==> config.mk <==
export PLATFORM = sky130hd
export DESIGN_NAME = dual_timer_counter_pwm
export DESIGN_NICKNAME = d
export VERILOG_FILES = /design/src/timer_pkg.sv /design/src/dual_timer_counter_pwm.sv
export SDC_FILE = /design/constraint.sdc
export NUM_CORES = 1
export LEC_CHECK = 0
export BUFFER_PORTS_ARGS = -buffer_cell sky130_fd_sc_hd__buf_2
export CAP_MARGIN = 5
export CELL_PAD_IN_SITES_DETAIL_PLACEMENT = 0
export CELL_PAD_IN_SITES_GLOBAL_PLACEMENT = 1
export CORE_ASPECT_RATIO = 1.1
export CORE_MARGIN = 5
export CORE_UTILIZATION = 25
export CTS_BUF_LIST = sky130_fd_sc_hd__clkbuf_8
export CTS_CLUSTER_DIAMETER = 200
export DETAILED_ROUTE_END_ITERATION = 8
export HOLD_SLACK_MARGIN = 0.08
export PLACE_DENSITY = 0.48
export RECOVER_POWER = 100
export SLEW_MARGIN = 20
export SYNTH_ARGS = -nofsm -noshare
export SYNTH_HDL_FRONTEND = slang
export SYNTH_SLANG_ARGS = --single-unit
==> constraint.sdc <==
create_clock -name clock_in -period 3.34 [get_ports clock_in]
set_clock_uncertainty 0.15 [all_clocks]
set_input_delay 0.167 -clock clock_in [delete_from_list [all_inputs] [get_ports clock_in]]
set_output_delay 0.167 -clock clock_in [all_outputs]
set_load 0.03 [all_outputs]
==> src/timer_pkg.sv <==
// constants shared by the dual timer/counter with pulse outputs
package timer_pkg;
  // register addresses on the special function register port
  localparam logic [7:0] CONTROL_ADDR  = 8'h88;
  localparam logic [7:0] MODE_ADDR     = 8'h89;
  localparam logic [7:0] T0_LOW_ADDR   = 8'h8a;
  localparam logic [7:0] T1_LOW_ADDR   = 8'h8b;
  localparam logic [7:0] T0_HIGH_ADDR  = 8'h8c;
  localparam logic [7:0] T1_HIGH_ADDR  = 8'h8d;
  localparam logic [7:0] DIVIDER_ADDR  = 8'h8f;
  localparam logic [7:0] SECOND_ADDR   = 8'h91;
  localparam logic [7:0] T0_RLOW_ADDR  = 8'h92;
  localparam logic [7:0] T1_RLOW_ADDR  = 8'h93;
  localparam logic [7:0] T0_RHIGH_ADDR = 8'h94;
  localparam logic [7:0] T1_RHIGH_ADDR = 8'h95;
  // reset values
  localparam logic [7:0] CONTROL_RESET = 8'h00;
  localparam logic [7:0] MODE_RESET    = 8'h00;
  localparam logic [7:0] SECOND_RESET  = 8'h24;
  localparam logic [7:0] COUNT_RESET   = 8'h00;
  localparam logic [3:0] DIVIDER_RESET = 4'h0;
  // timer_control bit positions
  localparam int OVF1_BIT = 7;
  localparam int RUN1_BIT = 6;
  localparam int OVF0_BIT = 5;
  localparam int RUN0_BIT = 4;
  localparam int EDG1_BIT = 3;
  localparam int TYP1_BIT = 2;
  localparam int EDG0_BIT = 1;
  localparam int TYP0_BIT = 0;
  // timer_mode field positions, timer 1 nibble sits four bits higher
  localparam int GATE_BIT = 3;
  localparam int SEL_BIT  = 2;
  localparam int MODE_LSB = 0;
  localparam int T1_SHIFT = 4;
  // timer_control_second field positions
  localparam int PULSE1_BIT = 7;
  localparam int PULSE0_BIT = 6;
  localparam int WIDTH1_LSB = 3;
  localparam int WIDTH0_LSB = 0;
  // counting modes
  localparam logic [1:0] MODE_VAR   = 2'h0;
  localparam logic [1:0] MODE_16    = 2'h1;
  localparam logic [1:0] MODE_8RL   = 2'h2;
  localparam logic [1:0] MODE_SPLIT = 2'h3;
endpackage
==> src/dual_timer_counter_pwm.sv <==
// two 16-bit timer/counters with edge-aligned pulse outputs
//
// Contract
// - overflow flag set by hardware on overflow, cleared on interrupt vectoring.
// - a timer counts only while its run bit is set.
// - external interrupt edge flag set on detected edge, cleared when processed.
// - type bit set selects falling edge, cleared selects low level.
// - gate bit set: count only while irq pin high and run set.
// - select bit clear counts system clock, set counts timer pin events.
// - mode 00: high byte counter fed by 1 to 8 bit low-byte prescaler.
// - mode 01: 16-bit counter reloading from the reload pair on overflow.
// - mode 10: low byte counts, reloads from high byte on overflow.
// - timer 0 mode 11: low byte own controls, high byte uses timer 1's.
// - timer 1 in mode 11 holds its count.
// - mode 0 active low bits equal width field plus one, reset 100B.
// - pulse enable makes an 8-bit edge-aligned modulator on the timer pin.
// - overflow flags and timer 1 keep working during pulse operation.
// - pulse operation has four modes chosen by the mode bits.
// - output high when high byte is 00H, low at compare match.
// - duty register reaches compare latch only on FFH to 00H rollover.
// - duty 00H keeps the output low.
// - pulse mode 0 low byte is a logarithmic prescaler for the high byte.
// - pulse mode 0 frequency is clock over 256 times two power width; the code divides the tick by 256 times two power (width plus one).
// - both timers share one rate divider dividing by 1 to 16.
// - counter mode increments after a high sample followed by a low one.
`timescale 1ns/10ps
module dual_timer_counter_pwm
  import timer_pkg::*;
(
  // clock and reset
  input  wire logic       clock_in,
  input  wire logic       rst_n_in,
  // register port
  input  wire logic [7:0] addr_in,
  input  wire logic [7:0] wdata_in,
  input  wire logic       wr_in,
  input  wire logic       rd_in,
  output logic      [7:0] rdata_out,
  // interrupt vectoring from the core
  input  wire logic       timer0_vector_in,
  input  wire logic       timer1_vector_in,
  input  wire logic       ext0_vector_in,
  input  wire logic       ext1_vector_in,
  // flags towards the interrupt controller
  output logic            timer0_overflow_out,
  output logic            timer1_overflow_out,
  output logic            ext_irq0_edge_out,
  output logic            ext_irq1_edge_out,
  // pins
  input  wire logic       ext_irq0_pin_n_in,
  input  wire logic       ext_irq1_pin_n_in,
  input  wire logic       timer0_pin_in,
  input  wire logic       timer1_pin_in,
  output logic            timer0_pin_out,
  output logic            timer0_pin_oe_out,
  output logic            timer1_pin_out,
  output logic            timer1_pin_oe_out
);
  import timer_pkg::*;

  // -------------------------------------------------------------------
  // state
  // -------------------------------------------------------------------
  logic       timer0_run_bit, timer1_run_bit;
  logic       ext_irq0_type_bit, ext_irq1_type_bit;
  logic [7:0] timer_mode, timer_control_second;
  logic [3:0] shared_rate_divider, rate_count;
  logic [7:0] tl0, th0, tl1, th1, rl0, rh0, rl1, rh1;
  logic [7:0] compare0, compare1;
  logic       irq0_s1, irq0_s2, irq1_s1, irq1_s2;
  logic       pin0_s1, pin0_s2, pin1_s1, pin1_s2;
  logic [7:0] next_tl0, next_th0, next_tl1, next_th1;
  logic       set_ovf0, set_ovf1, tick, ev0, ev1;
  logic [16:0] step0, step1;
  logic [7:0] read_mux;

  wire wr_ctl = wr_in && addr_in == CONTROL_ADDR;
  wire [1:0] md0 = timer_mode[MODE_LSB +: 2];
  wire [1:0] md1 = timer_mode[T1_SHIFT + MODE_LSB +: 2];
  wire [2:0] wd0 = timer_control_second[WIDTH0_LSB +: 3];
  wire [2:0] wd1 = timer_control_second[WIDTH1_LSB +: 3];

  // -------------------------------------------------------------------
  // one counting step of a timer: {overflow, high, low}
  // -------------------------------------------------------------------
  function automatic logic [16:0] step(input logic [1:0] md, input logic [2:0] wd,
                                       input logic [7:0] lo, input logic [7:0] hi,
                                       input logic [7:0] rlo, input logic [7:0] rhi);
    logic [7:0] mask;
    logic       carry;
    mask  = 8'hff >> (3'h7 - wd);
    carry = (lo & mask) == mask;
    step  = {1'b0, hi, lo};
    unique case (md)
      // low byte prescales the high byte, shared by pulse mode 0
      MODE_VAR:
      begin
        step[7:0]  = (lo + 8'h01) & mask;
        step[15:8] = carry ? hi + 8'h01 : hi;
        step[16]   = carry && hi == 8'hff;
      end
      MODE_16:
      begin
        if ({hi, lo} == 16'hffff)
          step = {1'b1, rhi, rlo};
        else
          step = {1'b0, {hi, lo} + 16'h0001};
      end
      MODE_8RL:
      begin
        step[16]  = lo == 8'hff;
        step[7:0] = lo == 8'hff ? hi : lo + 8'h01;
      end
      MODE_SPLIT:
      begin
        step[16]  = lo == 8'hff;
        step[7:0] = lo + 8'h01;
      end
    endcase
  endfunction

  // -------------------------------------------------------------------
  // shared rate divider and pin sampling
  // -------------------------------------------------------------------
  assign tick = rate_count == shared_rate_divider;

  // divider free-runs so both timers see the same tick
  always_ff @(posedge clock_in or negedge rst_n_in)
  begin
    if (!rst_n_in)
      rate_count <= DIVIDER_RESET;
    else
      rate_count <= tick ? 4'h0 : rate_count + 4'h1;
  end

  // pins are synchronous; two samples give the falling edge
  always_ff @(posedge clock_in or negedge rst_n_in)
  begin
    if (!rst_n_in)
    begin
      {irq0_s1, irq0_s2, irq1_s1, irq1_s2} <= 4'hf;
      {pin0_s1, pin0_s2, pin1_s1, pin1_s2} <= 4'h0;
    end
    else
    begin
      irq0_s1 <= ext_irq0_pin_n_in;
      irq0_s2 <= irq0_s1;
      irq1_s1 <= ext_irq1_pin_n_in;
      irq1_s2 <= irq1_s1;
      pin0_s1 <= timer0_pin_in;
      pin0_s2 <= pin0_s1;
      pin1_s1 <= timer1_pin_in;
      pin1_s2 <= pin1_s1;
    end
  end

  // -------------------------------------------------------------------
  // count events and next counts
  // -------------------------------------------------------------------
  // gate lets the irq pin measure pulse widths
  wire run0 = timer0_run_bit && (!timer_mode[GATE_BIT] || irq0_s1);
  wire run1 = timer1_run_bit && (!timer_mode[T1_SHIFT + GATE_BIT] || irq1_s1);

  always_comb
  begin
    ev0 = run0 && (timer_mode[SEL_BIT] ? (pin0_s2 && !pin0_s1) : tick);
    ev1 = run1 && md1 != MODE_SPLIT
          && (timer_mode[T1_SHIFT + SEL_BIT] ? (pin1_s2 && !pin1_s1) : tick);
    step0 = step(md0, wd0, tl0, th0, rl0, rh0);
    step1 = step(md1, wd1, tl1, th1, rl1, rh1);
    next_tl0 = tl0;
    next_th0 = th0;
    next_tl1 = tl1;
    next_th1 = th1;
    set_ovf0 = 1'b0;
    set_ovf1 = 1'b0;
    if (ev0)
    begin
      next_tl0 = step0[7:0];
      if (md0 != MODE_SPLIT)
        next_th0 = step0[15:8];
      set_ovf0 = step0[16];
    end
    // split mode: high byte of timer 0 is a plain timer on timer 1's run bit
    if (md0 == MODE_SPLIT && timer1_run_bit && tick)
    begin
      next_th0 = th0 + 8'h01;
      set_ovf1 = th0 == 8'hff;
    end
    if (ev1)
    begin
      next_tl1 = step1[7:0];
      next_th1 = step1[15:8];
      // timer 1 keeps counting (baud source) but loses its flag in split mode
      if (md0 != MODE_SPLIT)
        set_ovf1 = step1[16];
    end
  end

  // -------------------------------------------------------------------
  // counter and reload registers; a software write beats the count
  // -------------------------------------------------------------------
  always_ff @(posedge clock_in or negedge rst_n_in)
  begin
    if (!rst_n_in)
    begin
      {tl0, th0, tl1, th1} <= {4{COUNT_RESET}};
      {rl0, rh0, rl1, rh1} <= {4{COUNT_RESET}};
    end
    else
    begin
      tl0 <= (wr_in && addr_in == T0_LOW_ADDR) ? wdata_in : next_tl0;
      th0 <= (wr_in && addr_in == T0_HIGH_ADDR) ? wdata_in : next_th0;
      tl1 <= (wr_in && addr_in == T1_LOW_ADDR) ? wdata_in : next_tl1;
      th1 <= (wr_in && addr_in == T1_HIGH_ADDR) ? wdata_in : next_th1;
      if (wr_in && addr_in == T0_RLOW_ADDR)
        rl0 <= wdata_in;
      if (wr_in && addr_in == T0_RHIGH_ADDR)
        rh0 <= wdata_in;
      if (wr_in && addr_in == T1_RLOW_ADDR)
        rl1 <= wdata_in;
      if (wr_in && addr_in == T1_RHIGH_ADDR)
        rh1 <= wdata_in;
    end
  end

  // -------------------------------------------------------------------
  // configuration registers
  // -------------------------------------------------------------------
  always_ff @(posedge clock_in or negedge rst_n_in)
  begin
    if (!rst_n_in)
    begin
      timer_mode           <= MODE_RESET;
      timer_control_second <= SECOND_RESET;
      shared_rate_divider  <= DIVIDER_RESET;
      {timer1_run_bit, timer0_run_bit}       <= 2'h0;
      {ext_irq1_type_bit, ext_irq0_type_bit} <= 2'h0;
    end
    else
    begin
      if (wr_in && addr_in == MODE_ADDR)
        timer_mode <= wdata_in;
      if (wr_in && addr_in == SECOND_ADDR)
        timer_control_second <= wdata_in;
      if (wr_in && addr_in == DIVIDER_ADDR)
        shared_rate_divider <= wdata_in[3:0];
      if (wr_ctl)
      begin
        timer1_run_bit    <= wdata_in[RUN1_BIT];
        timer0_run_bit    <= wdata_in[RUN0_BIT];
        ext_irq1_type_bit <= wdata_in[TYP1_BIT];
        ext_irq0_type_bit <= wdata_in[TYP0_BIT];
      end
    end
  end

  // -------------------------------------------------------------------
  // flags: a hardware set wins over a vector clear or a write
  // -------------------------------------------------------------------
  wire fall0 = irq0_s2 && !irq0_s1;
  wire fall1 = irq1_s2 && !irq1_s1;
  // level mode mirrors the pin, so a held-low request keeps asking
  wire ext_set0 = ext_irq0_type_bit ? fall0 : !irq0_s1;
  wire ext_set1 = ext_irq1_type_bit ? fall1 : !irq1_s1;

  always_ff @(posedge clock_in or negedge rst_n_in)
  begin
    if (!rst_n_in)
    begin
      timer0_overflow_out <= 1'b0;
      timer1_overflow_out <= 1'b0;
      ext_irq0_edge_out   <= 1'b0;
      ext_irq1_edge_out   <= 1'b0;
    end
    else
    begin
      timer0_overflow_out <= set_ovf0 || (wr_ctl ? wdata_in[OVF0_BIT]
                             : timer0_overflow_out && !timer0_vector_in);
      timer1_overflow_out <= set_ovf1 || (wr_ctl ? wdata_in[OVF1_BIT]
                             : timer1_overflow_out && !timer1_vector_in);
      ext_irq0_edge_out   <= ext_set0 || (wr_ctl ? wdata_in[EDG0_BIT]
                             : ext_irq0_type_bit && ext_irq0_edge_out && !ext0_vector_in);
      ext_irq1_edge_out   <= ext_set1 || (wr_ctl ? wdata_in[EDG1_BIT]
                             : ext_irq1_type_bit && ext_irq1_edge_out && !ext1_vector_in);
    end
  end

  // -------------------------------------------------------------------
  // pulse outputs: compare latches load only at high-byte rollover
  // -------------------------------------------------------------------
  wire roll0 = th0 == 8'hff && next_th0 == 8'h00;
  wire roll1 = th1 == 8'hff && next_th1 == 8'h00;

  // latch is invisible to software so a mid-period duty write cannot glitch
  always_ff @(posedge clock_in or negedge rst_n_in)
  begin
    if (!rst_n_in)
    begin
      compare0 <= COUNT_RESET;
      compare1 <= COUNT_RESET;
    end
    else
    begin
      if (roll0)
        compare0 <= rh0;
      if (roll1)
        compare1 <= rh1;
    end
  end

  // match wins over the 00H set, so a zero duty stays low
  always_ff @(posedge clock_in or negedge rst_n_in)
  begin
    if (!rst_n_in)
    begin
      timer0_pin_out <= 1'b0;
      timer1_pin_out <= 1'b0;
    end
    else
    begin
      if (th0 == compare0)
        timer0_pin_out <= 1'b0;
      else if (th0 == 8'h00)
        timer0_pin_out <= 1'b1;
      if (th1 == compare1)
        timer1_pin_out <= 1'b0;
      else if (th1 == 8'h00)
        timer1_pin_out <= 1'b1;
    end
  end

  // pin drive follows the enable bits; a flop copy keeps outputs registered
  always_ff @(posedge clock_in or negedge rst_n_in)
  begin
    if (!rst_n_in)
    begin
      timer0_pin_oe_out <= SECOND_RESET[PULSE0_BIT];
      timer1_pin_oe_out <= SECOND_RESET[PULSE1_BIT];
    end
    else
    begin
      timer0_pin_oe_out <= timer_control_second[PULSE0_BIT];
      timer1_pin_oe_out <= timer_control_second[PULSE1_BIT];
    end
  end

  // -------------------------------------------------------------------
  // read port: data stand one cycle after the strobe, else zero
  // -------------------------------------------------------------------
  always_comb
  begin
    unique case (addr_in)
      CONTROL_ADDR:  read_mux = {timer1_overflow_out, timer1_run_bit,
                                 timer0_overflow_out, timer0_run_bit,
                                 ext_irq1_edge_out, ext_irq1_type_bit,
                                 ext_irq0_edge_out, ext_irq0_type_bit};
      MODE_ADDR:     read_mux = timer_mode;
      T0_LOW_ADDR:   read_mux = tl0;
      T1_LOW_ADDR:   read_mux = tl1;
      T0_HIGH_ADDR:  read_mux = th0;
      T1_HIGH_ADDR:  read_mux = th1;
      DIVIDER_ADDR:  read_mux = {4'h0, shared_rate_divider};
      SECOND_ADDR:   read_mux = timer_control_second;
      T0_RLOW_ADDR:  read_mux = rl0;
      T1_RLOW_ADDR:  read_mux = rl1;
      T0_RHIGH_ADDR: read_mux = rh0;
      T1_RHIGH_ADDR: read_mux = rh1;
      default:       read_mux = 8'h00;
    endcase
  end

  always_ff @(posedge clock_in or negedge rst_n_in)
  begin
    if (!rst_n_in)
      rdata_out <= 8'h00;
    else
      rdata_out <= rd_in ? read_mux : 8'h00;
  end

  wire no_wr0 = !(wr_in && (addr_in == T0_LOW_ADDR || addr_in == T0_HIGH_ADDR));
endmodule

======== Yosys cells after proc, flatten, opt, wreduce, memory -nomap -nowiden ========
Cells that the tools add are included.
cells by class
  $add $sub $neg .......................... 9
  equality and inequality tests ........... 31
  shifts and indexed selects .............. 2
  multiplexer cells ....................... 41
  bitwise operators ....................... 4
  reduce and logical (&&, ||, !) cells .... 61
operators by type and width
  cell                                             count
  == test 8 bit, second input constant             16
  2-to-1 mux 8 bit                                 15
  one-hot mux 8 bit (12 select lines)              1
  one-hot mux 8 bit (4 select lines)               2
  2-to-1 mux 17 bit                                2
  logical AND 1 bit                                33
  adder 16 x 1 -> 16 bit, second input constant    2
  adder 8 x 1 -> 8 bit, second input constant      4
  AND 8 bit                                        4
  == test 16 bit, second input constant            2
  == test 8 bit                                    4
  logical NOT 8 bit                                4
  one-hot mux 8 bit (2 select lines)               2
  2-to-1 mux 1 bit                                 16
  >> shifter 8 x 3 -> 8 bit, first input constant  2
  logical NOT 1 bit                                10
  == test 2 bit, second input constant             4
  nonzero test 2 bit                               4
  logical OR 1 bit                                 6
  one-hot mux 1 bit (3 select lines)               2
  subtractor 3 bit, first input constant           2
  adder 4 x 1 -> 4 bit, second input constant      1
  == test 2 x 1 -> 1 bit, second input constant    2
  == test 4 bit                                    1
  4 further kinds                                  7
storage, ports and cells
  register bits after elaboration ......... 132
  bits of input ports ..................... 28
  output and inout port bits .............. 16
  word-level logic and storage cells ...... 183

======== Logic depth before layout (Yosys ltp) ========
  word-level depth ........................ 11
  mapped depth ............................ 11
  depth with buffers taken out ............ 10

======== Worst setup path before layout ========
Ideal clock, no wire load.
  path kind ............................... reg2reg
  from .................................... register th0[1]
  to ...................................... register compare0[0]
  library setup time ...................... 125 ps
  data arrival time ....................... 2694 ps
  required time ........................... 3065 ps
  slack ................................... 371 ps
  stages on the path, launching flop included .. 11
  path buffers ............................ 0
  clock period less this slack ............ 2969 ps
  cells stage by stage .................... dfrtp_1 -> ha_1 -> and4_1 -> and2_1 -> nand2_1 -> o21ai_1 -> mux2i_1 -> a2111oi_0 -> a311oi_1 -> nor4_4 -> mux2_2
on the way
  longest elaborated chain between the ends .. 8
  elaborated cells between the ends (all ways) .. 12
  classes of those cells .................. add/sub (2); eq/ne (2); mux (6); reduce/logical (2)
RTL lines
  what                                                          RTL line                                                     source
  start: declaration                                            dual_timer_counter_pwm.sv:68                                 logic [7:0] tl0, th0, tl1, th1, rl0, rh0, rl1, rh1;
  start signal: assignment                                      dual_timer_counter_pwm.sv:207                                {tl0, th0, tl1, th1} <= {4{COUNT_RESET}};
  start signal: assignment                                      dual_timer_counter_pwm.sv:213                                th0 <= (wr_in && addr_in == T0_HIGH_ADDR) ? wdata_in : next_th0;
  adder 16 x 1 -> 16 bit, or another cell as far along          dual_timer_counter_pwm.sv:107                                step = {1'b0, {hi, lo} + 16'h0001};
  2-to-1 mux 17 bit / 2-to-1 mux 8 bit (equally long branches)  dual_timer_counter_pwm.sv:104, dual_timer_counter_pwm.sv:99
  one-hot mux 8 bit (2 select lines)                            dual_timer_counter_pwm.sv:94                                 unique case (md)
  2-to-1 mux 8 bit                                              dual_timer_counter_pwm.sv:180                                if (md0 != MODE_SPLIT)
  2-to-1 mux 8 bit                                              dual_timer_counter_pwm.sv:177                                if (ev0)
  2-to-1 mux 8 bit                                              dual_timer_counter_pwm.sv:185                                if (md0 == MODE_SPLIT && timer1_run_bit && tick)
  logical NOT 8 bit                                             dual_timer_counter_pwm.sv:292                                wire roll0 = th0 == 8'hff && next_th0 == 8'h00;
  logical AND 1 bit *                                           dual_timer_counter_pwm.sv:292
  end signal: assignment                                        dual_timer_counter_pwm.sv:306                                compare0 <= rh0;
  end: declaration                                              dual_timer_counter_pwm.sv:69                                 logic [7:0] compare0, compare1;
Every way passes the cells marked *; elsewhere a longest branch is shown, timed or not.
A chain may end at the register's enable or synchronous reset.

======== Final worst setup path ========
  from .................................... register tl1[1]
  to ...................................... register compare1[6]
on the way
  longest elaborated chain between the ends .. 7
  elaborated cells between the ends (all ways) .. 10
  classes of those cells .................. add/sub (1); eq/ne (2); mux (4); bitwise (1); reduce/logical (2)
RTL lines
  what                                                                            RTL line                       source
  start: declaration                                                              dual_timer_counter_pwm.sv:68
  start signal: assignment                                                        dual_timer_counter_pwm.sv:207
  start signal: assignment                                                        dual_timer_counter_pwm.sv:214  tl1 <= (wr_in && addr_in == T1_LOW_ADDR) ? wdata_in : next_tl1;
  parallel branches: the longest is 3 deep, another holds adder 16 x 1 -> 16 bit  --
  one-hot mux 8 bit (2 select lines) *                                            dual_timer_counter_pwm.sv:94
  2-to-1 mux 8 bit *                                                              dual_timer_counter_pwm.sv:190  if (ev1)
  logical NOT 8 bit *                                                             dual_timer_counter_pwm.sv:293  wire roll1 = th1 == 8'hff && next_th1 == 8'h00;
  logical AND 1 bit *                                                             dual_timer_counter_pwm.sv:293
  end signal: assignment                                                          dual_timer_counter_pwm.sv:308  compare1 <= rh1;
  end: declaration                                                                dual_timer_counter_pwm.sv:69
Every way passes the cells marked *.

==> results by group <==
Outcome
  – Status: finished with violations
  – Failing checks: max-capacitance violations, max-slew violations

STA
  – RSZ-0062 raised after global routing: no
  – Final setup fails: 0
  – Slew @ Worst Pin: 1840 ps
  – Final slew viol count: 66
  – Worst Hold Slack: 182 ps
  – Tcrit/Tclk final: a little over nine tenths
  – Setup TNS: 0 ps
  – Final Hold Fails: 0
  – Max-slew headroom: -22.6%
  – Max Fclk: around 310 MHz
  – Crit path time final: 3200 ps

CTS
  – CTS buffer count: 17
  – Deepest clock path buffer count: 2
  – Clock sinks: between 100 and 150
  – Worst-Skew Late Latency: 480 ps
  – H-tree depth: 4
  – Reg clk slew, reported paths: 90 ps
  – CTS Root Cell: clkbuf_8
  – CTS tree: built

Finish
  – Multi-input gate area: approximately 4600 um2
  – Fraction of layout cells with a size suffix above 1: between 20% and 30%
  – Antenna fix cells: 0
  – Nets: 1019
  – # fillers: ~3500
  – Finished Layout Cells: approximately 1400
  – Register area: 3310 um2
  – Synth-to-layout area growth: 21.3%
  – Finished Core Util: a little under a third

GRT
  – First-pass GRT wire length: just over 50000 um
  – GRT Total Usage: 18.8%
  – Initial antenna violation count: 1
  – Vias in the first global route: 7710
  – Grt total ovfl: 0
  – Largest net degree at the start of global routing: 66

Worst setup path
  – Crit end category: register
  – Crit path required time: 3560 ps
  – Setup crit end: compare1[6]
  – Data arrival time of the worst path: 3420 ps
  – Worst reg-to-reg path cell count: 10
  – RR Startpoint: tl1[1]
  – Reg2reg end: compare1[6]
  – Max Fanout on Critical Path: 8
  – Critical path class: register to register
  – CP Launch Point: tl1[1]
  – Element type at the critical path start: register
  – R2R setup slack: 140 ps

Logic synthesis
  – Top cells by count, synth: 126 x dfrtp_1, 93 x nand2_1, 72 x nor2_1, 66 x mux2_2, 56 x a21oi_1
  – Post-synth EDFFs: 0
  – Ys Warns: 0
  – Top cells by area, synth: dfrtp_1 39%, mux2_2 9.1%, nand2_1 4.3%, a21oi_1 3.4%, nor2_1 3.3%
  – Yosys top cell by area: dfrtp_1
  – #FFs+latches synth: around 130
  – Netlist cell types: 81
  – Most numerous cell in the Yosys netlist: dfrtp_1
  – Ys async rst share: 100%
  – Post-Synthesis Cells: 885
  – Mapped Area: 8190 um2
  – Mapped Nets: 920
  – Synth top area share: 38.5%
  – Synth Area per Inst: 9.25 um2
  – Top_reg_cell synth: dfrtp_1
  – Sequential area share after synthesis: about two fifths

Place
  – Placed Instances: 1370
  – Routability cong.: ~0.86
  – Post-DP HPWL: roughly 26000 um
  – PortBufs: 43

Power
  – Total power: 5.63 mW
  – Max IR drop VDD: 0.000291 V
  – Static Leak: between 4 and 5 nW
  – Pwr Density: 567 nW/um2

Route
  – Routed vias/inst: 5.37
  – Routed wire length: 34200 um
  – ANT nets after route: 0
  – Initial DRC Count: 652
  – DRT Pass-1 Iters: 5
  – Residual DRC count: 0
  – Wire length per cell: 24.1 um
  – Vias post-DR: 7643

Floorplanning
  – Die X: 183 um
  – Die area: 36500 um2
  – Core area: 32300 um2
  – Initial Util: 25.4%
  – Cell Rows: 69
  – Die height: 200 um
  – Boundary Pins: 44

Worst hold path
  – Path category of the worst min-delay check: input port to register

Job
  – MaxCap Viol Count: 1
==> placed cells by master, fill, tap and decap left out, types with 20 or more instances in the layout <==
| master | n |
|---|---|
| dlygate4sd3_1 | 20 |
| mux2_2 | 66 |
| o21ai_0 | 42 |
| a221oi_1 | 22 |
| buf_2 | 29 |
| nor2_1 | 72 |
| dfrtp_1 | 126 |
| buf_4 | 69 |
| a21oi_1 | 56 |
| nand3_1 | 26 |
| nand2_1 | 93 |
==> where the power goes <==
group | switching, mW | internal (mW)
registers | 0.394 | 1.81
clock network | 0.767 | 0.708
logic | 1.11 | 0.849
total | 2.27 | 3.36
==> metrics by stage <==
stage / cell area [um2] / setup slack [ps]
after global placement: 9280 / 29.4
after global routing: 9930 / 1.91
after detailed placement: 9280 / 70.4
after floorplan: 8190 / 371
final: 9930 / 141
after CTS: 9890 / 43.9
==> flip-flops by register name, summed over array words and instances, names as in the netlist, 8 cells and up <==
name / flops
th1: 8
rh1: 8
rh0: 8
rl0: 8
th0: 8
rdata_out: 8
rl1: 8
compare0: 8
tl0: 8
tl1: 8
timer_control_second: 8
compare1: 8
timer_mode: 8
==> what timing repair did <==
item | in CTS | in global routing
buffers inserted | 0 | 1
hold endpoints to repair | 95 | 0
gates resized for setup | 0 | 13
setup endpoints to repair | 0 | 16
hold buffers | 20 | 0
==> kinds of logic (layout without fill, tap and decap cells) <==
| group | after synthesis | in the layout | synth area share [%] |
|---|---|---|---|
| xor+xnor | 39 | 39 | 4.17 |
| buf+inv | 78 | 190 | 3.81 |
| fa+ha+maj | 7 | 7 | 1.07 |
| mux | 76 | 76 | 10.3 |
| compound gates | 259 | 259 | 22.3 |
| flops | 132 | 132 | 40.4 |
| simple gates | 294 | 294 | 17.9 |
==> worst max-delay path: stages, from the launching register on <==
cell,delay (ps)
dfrtp_1,460
ha_1,250
and4_1,300
and2_1,340
nand2_1,110
xnor2_1,150
a21oi_1,80
a311o_1,350
nor4_2,350
nand4_4,240
mux2_2,330
==> how the worst min path moves through the flow <==
| stage | from | to | slack (ps) | cells past startpoint |
|---|---|---|---|---|
| 2_1_floorplan | rst_n_in | compare0[0] | -280 | 0 |
| 3_3_place_gp | rst_n_in | th0[3] | 60 | 1 |
| 3_5_place_dp | rst_n_in | th0[2] | 60 | 1 |
| 4_1_cts | rst_n_in | th0[2] | 100 | 2 |
| 5_1_grt | timer0_pin_in | pin0_s1 | 180 | 2 |
| 6_report | timer1_pin_in | pin1_s1 | 180 | 2 |
==> layout make-up <==
cell class	count	area share (%)
Multi-Input combinational cell	675	46.6
Sequential cell	132	33.3
Timing Repair Buffer	139	9.77
Tap cell	426	5.37
Clock buffer	18	2.50
Clock inverter	14	1.66
Inverter	19	0.718
==> per-layer routing <==
| metal | up-vias | track usage, % | wire (um) | share of wire [%] |
|---|---|---|---|---|
| met5 | - | 0 | 0 | 0 |
| met4 | 0 | 6.73 | 1110 | 3.3 |
| met3 | 60 | 2.97 | 1400 | 4.1 |
| met2 | 227 | 32.4 | 16900 | 49 |
| met1 | 3856 | 24.1 | 14900 | 43 |
| li1 | 3500 | - | - | - |
No activity file was read; power rests on OpenSTA's default activity.
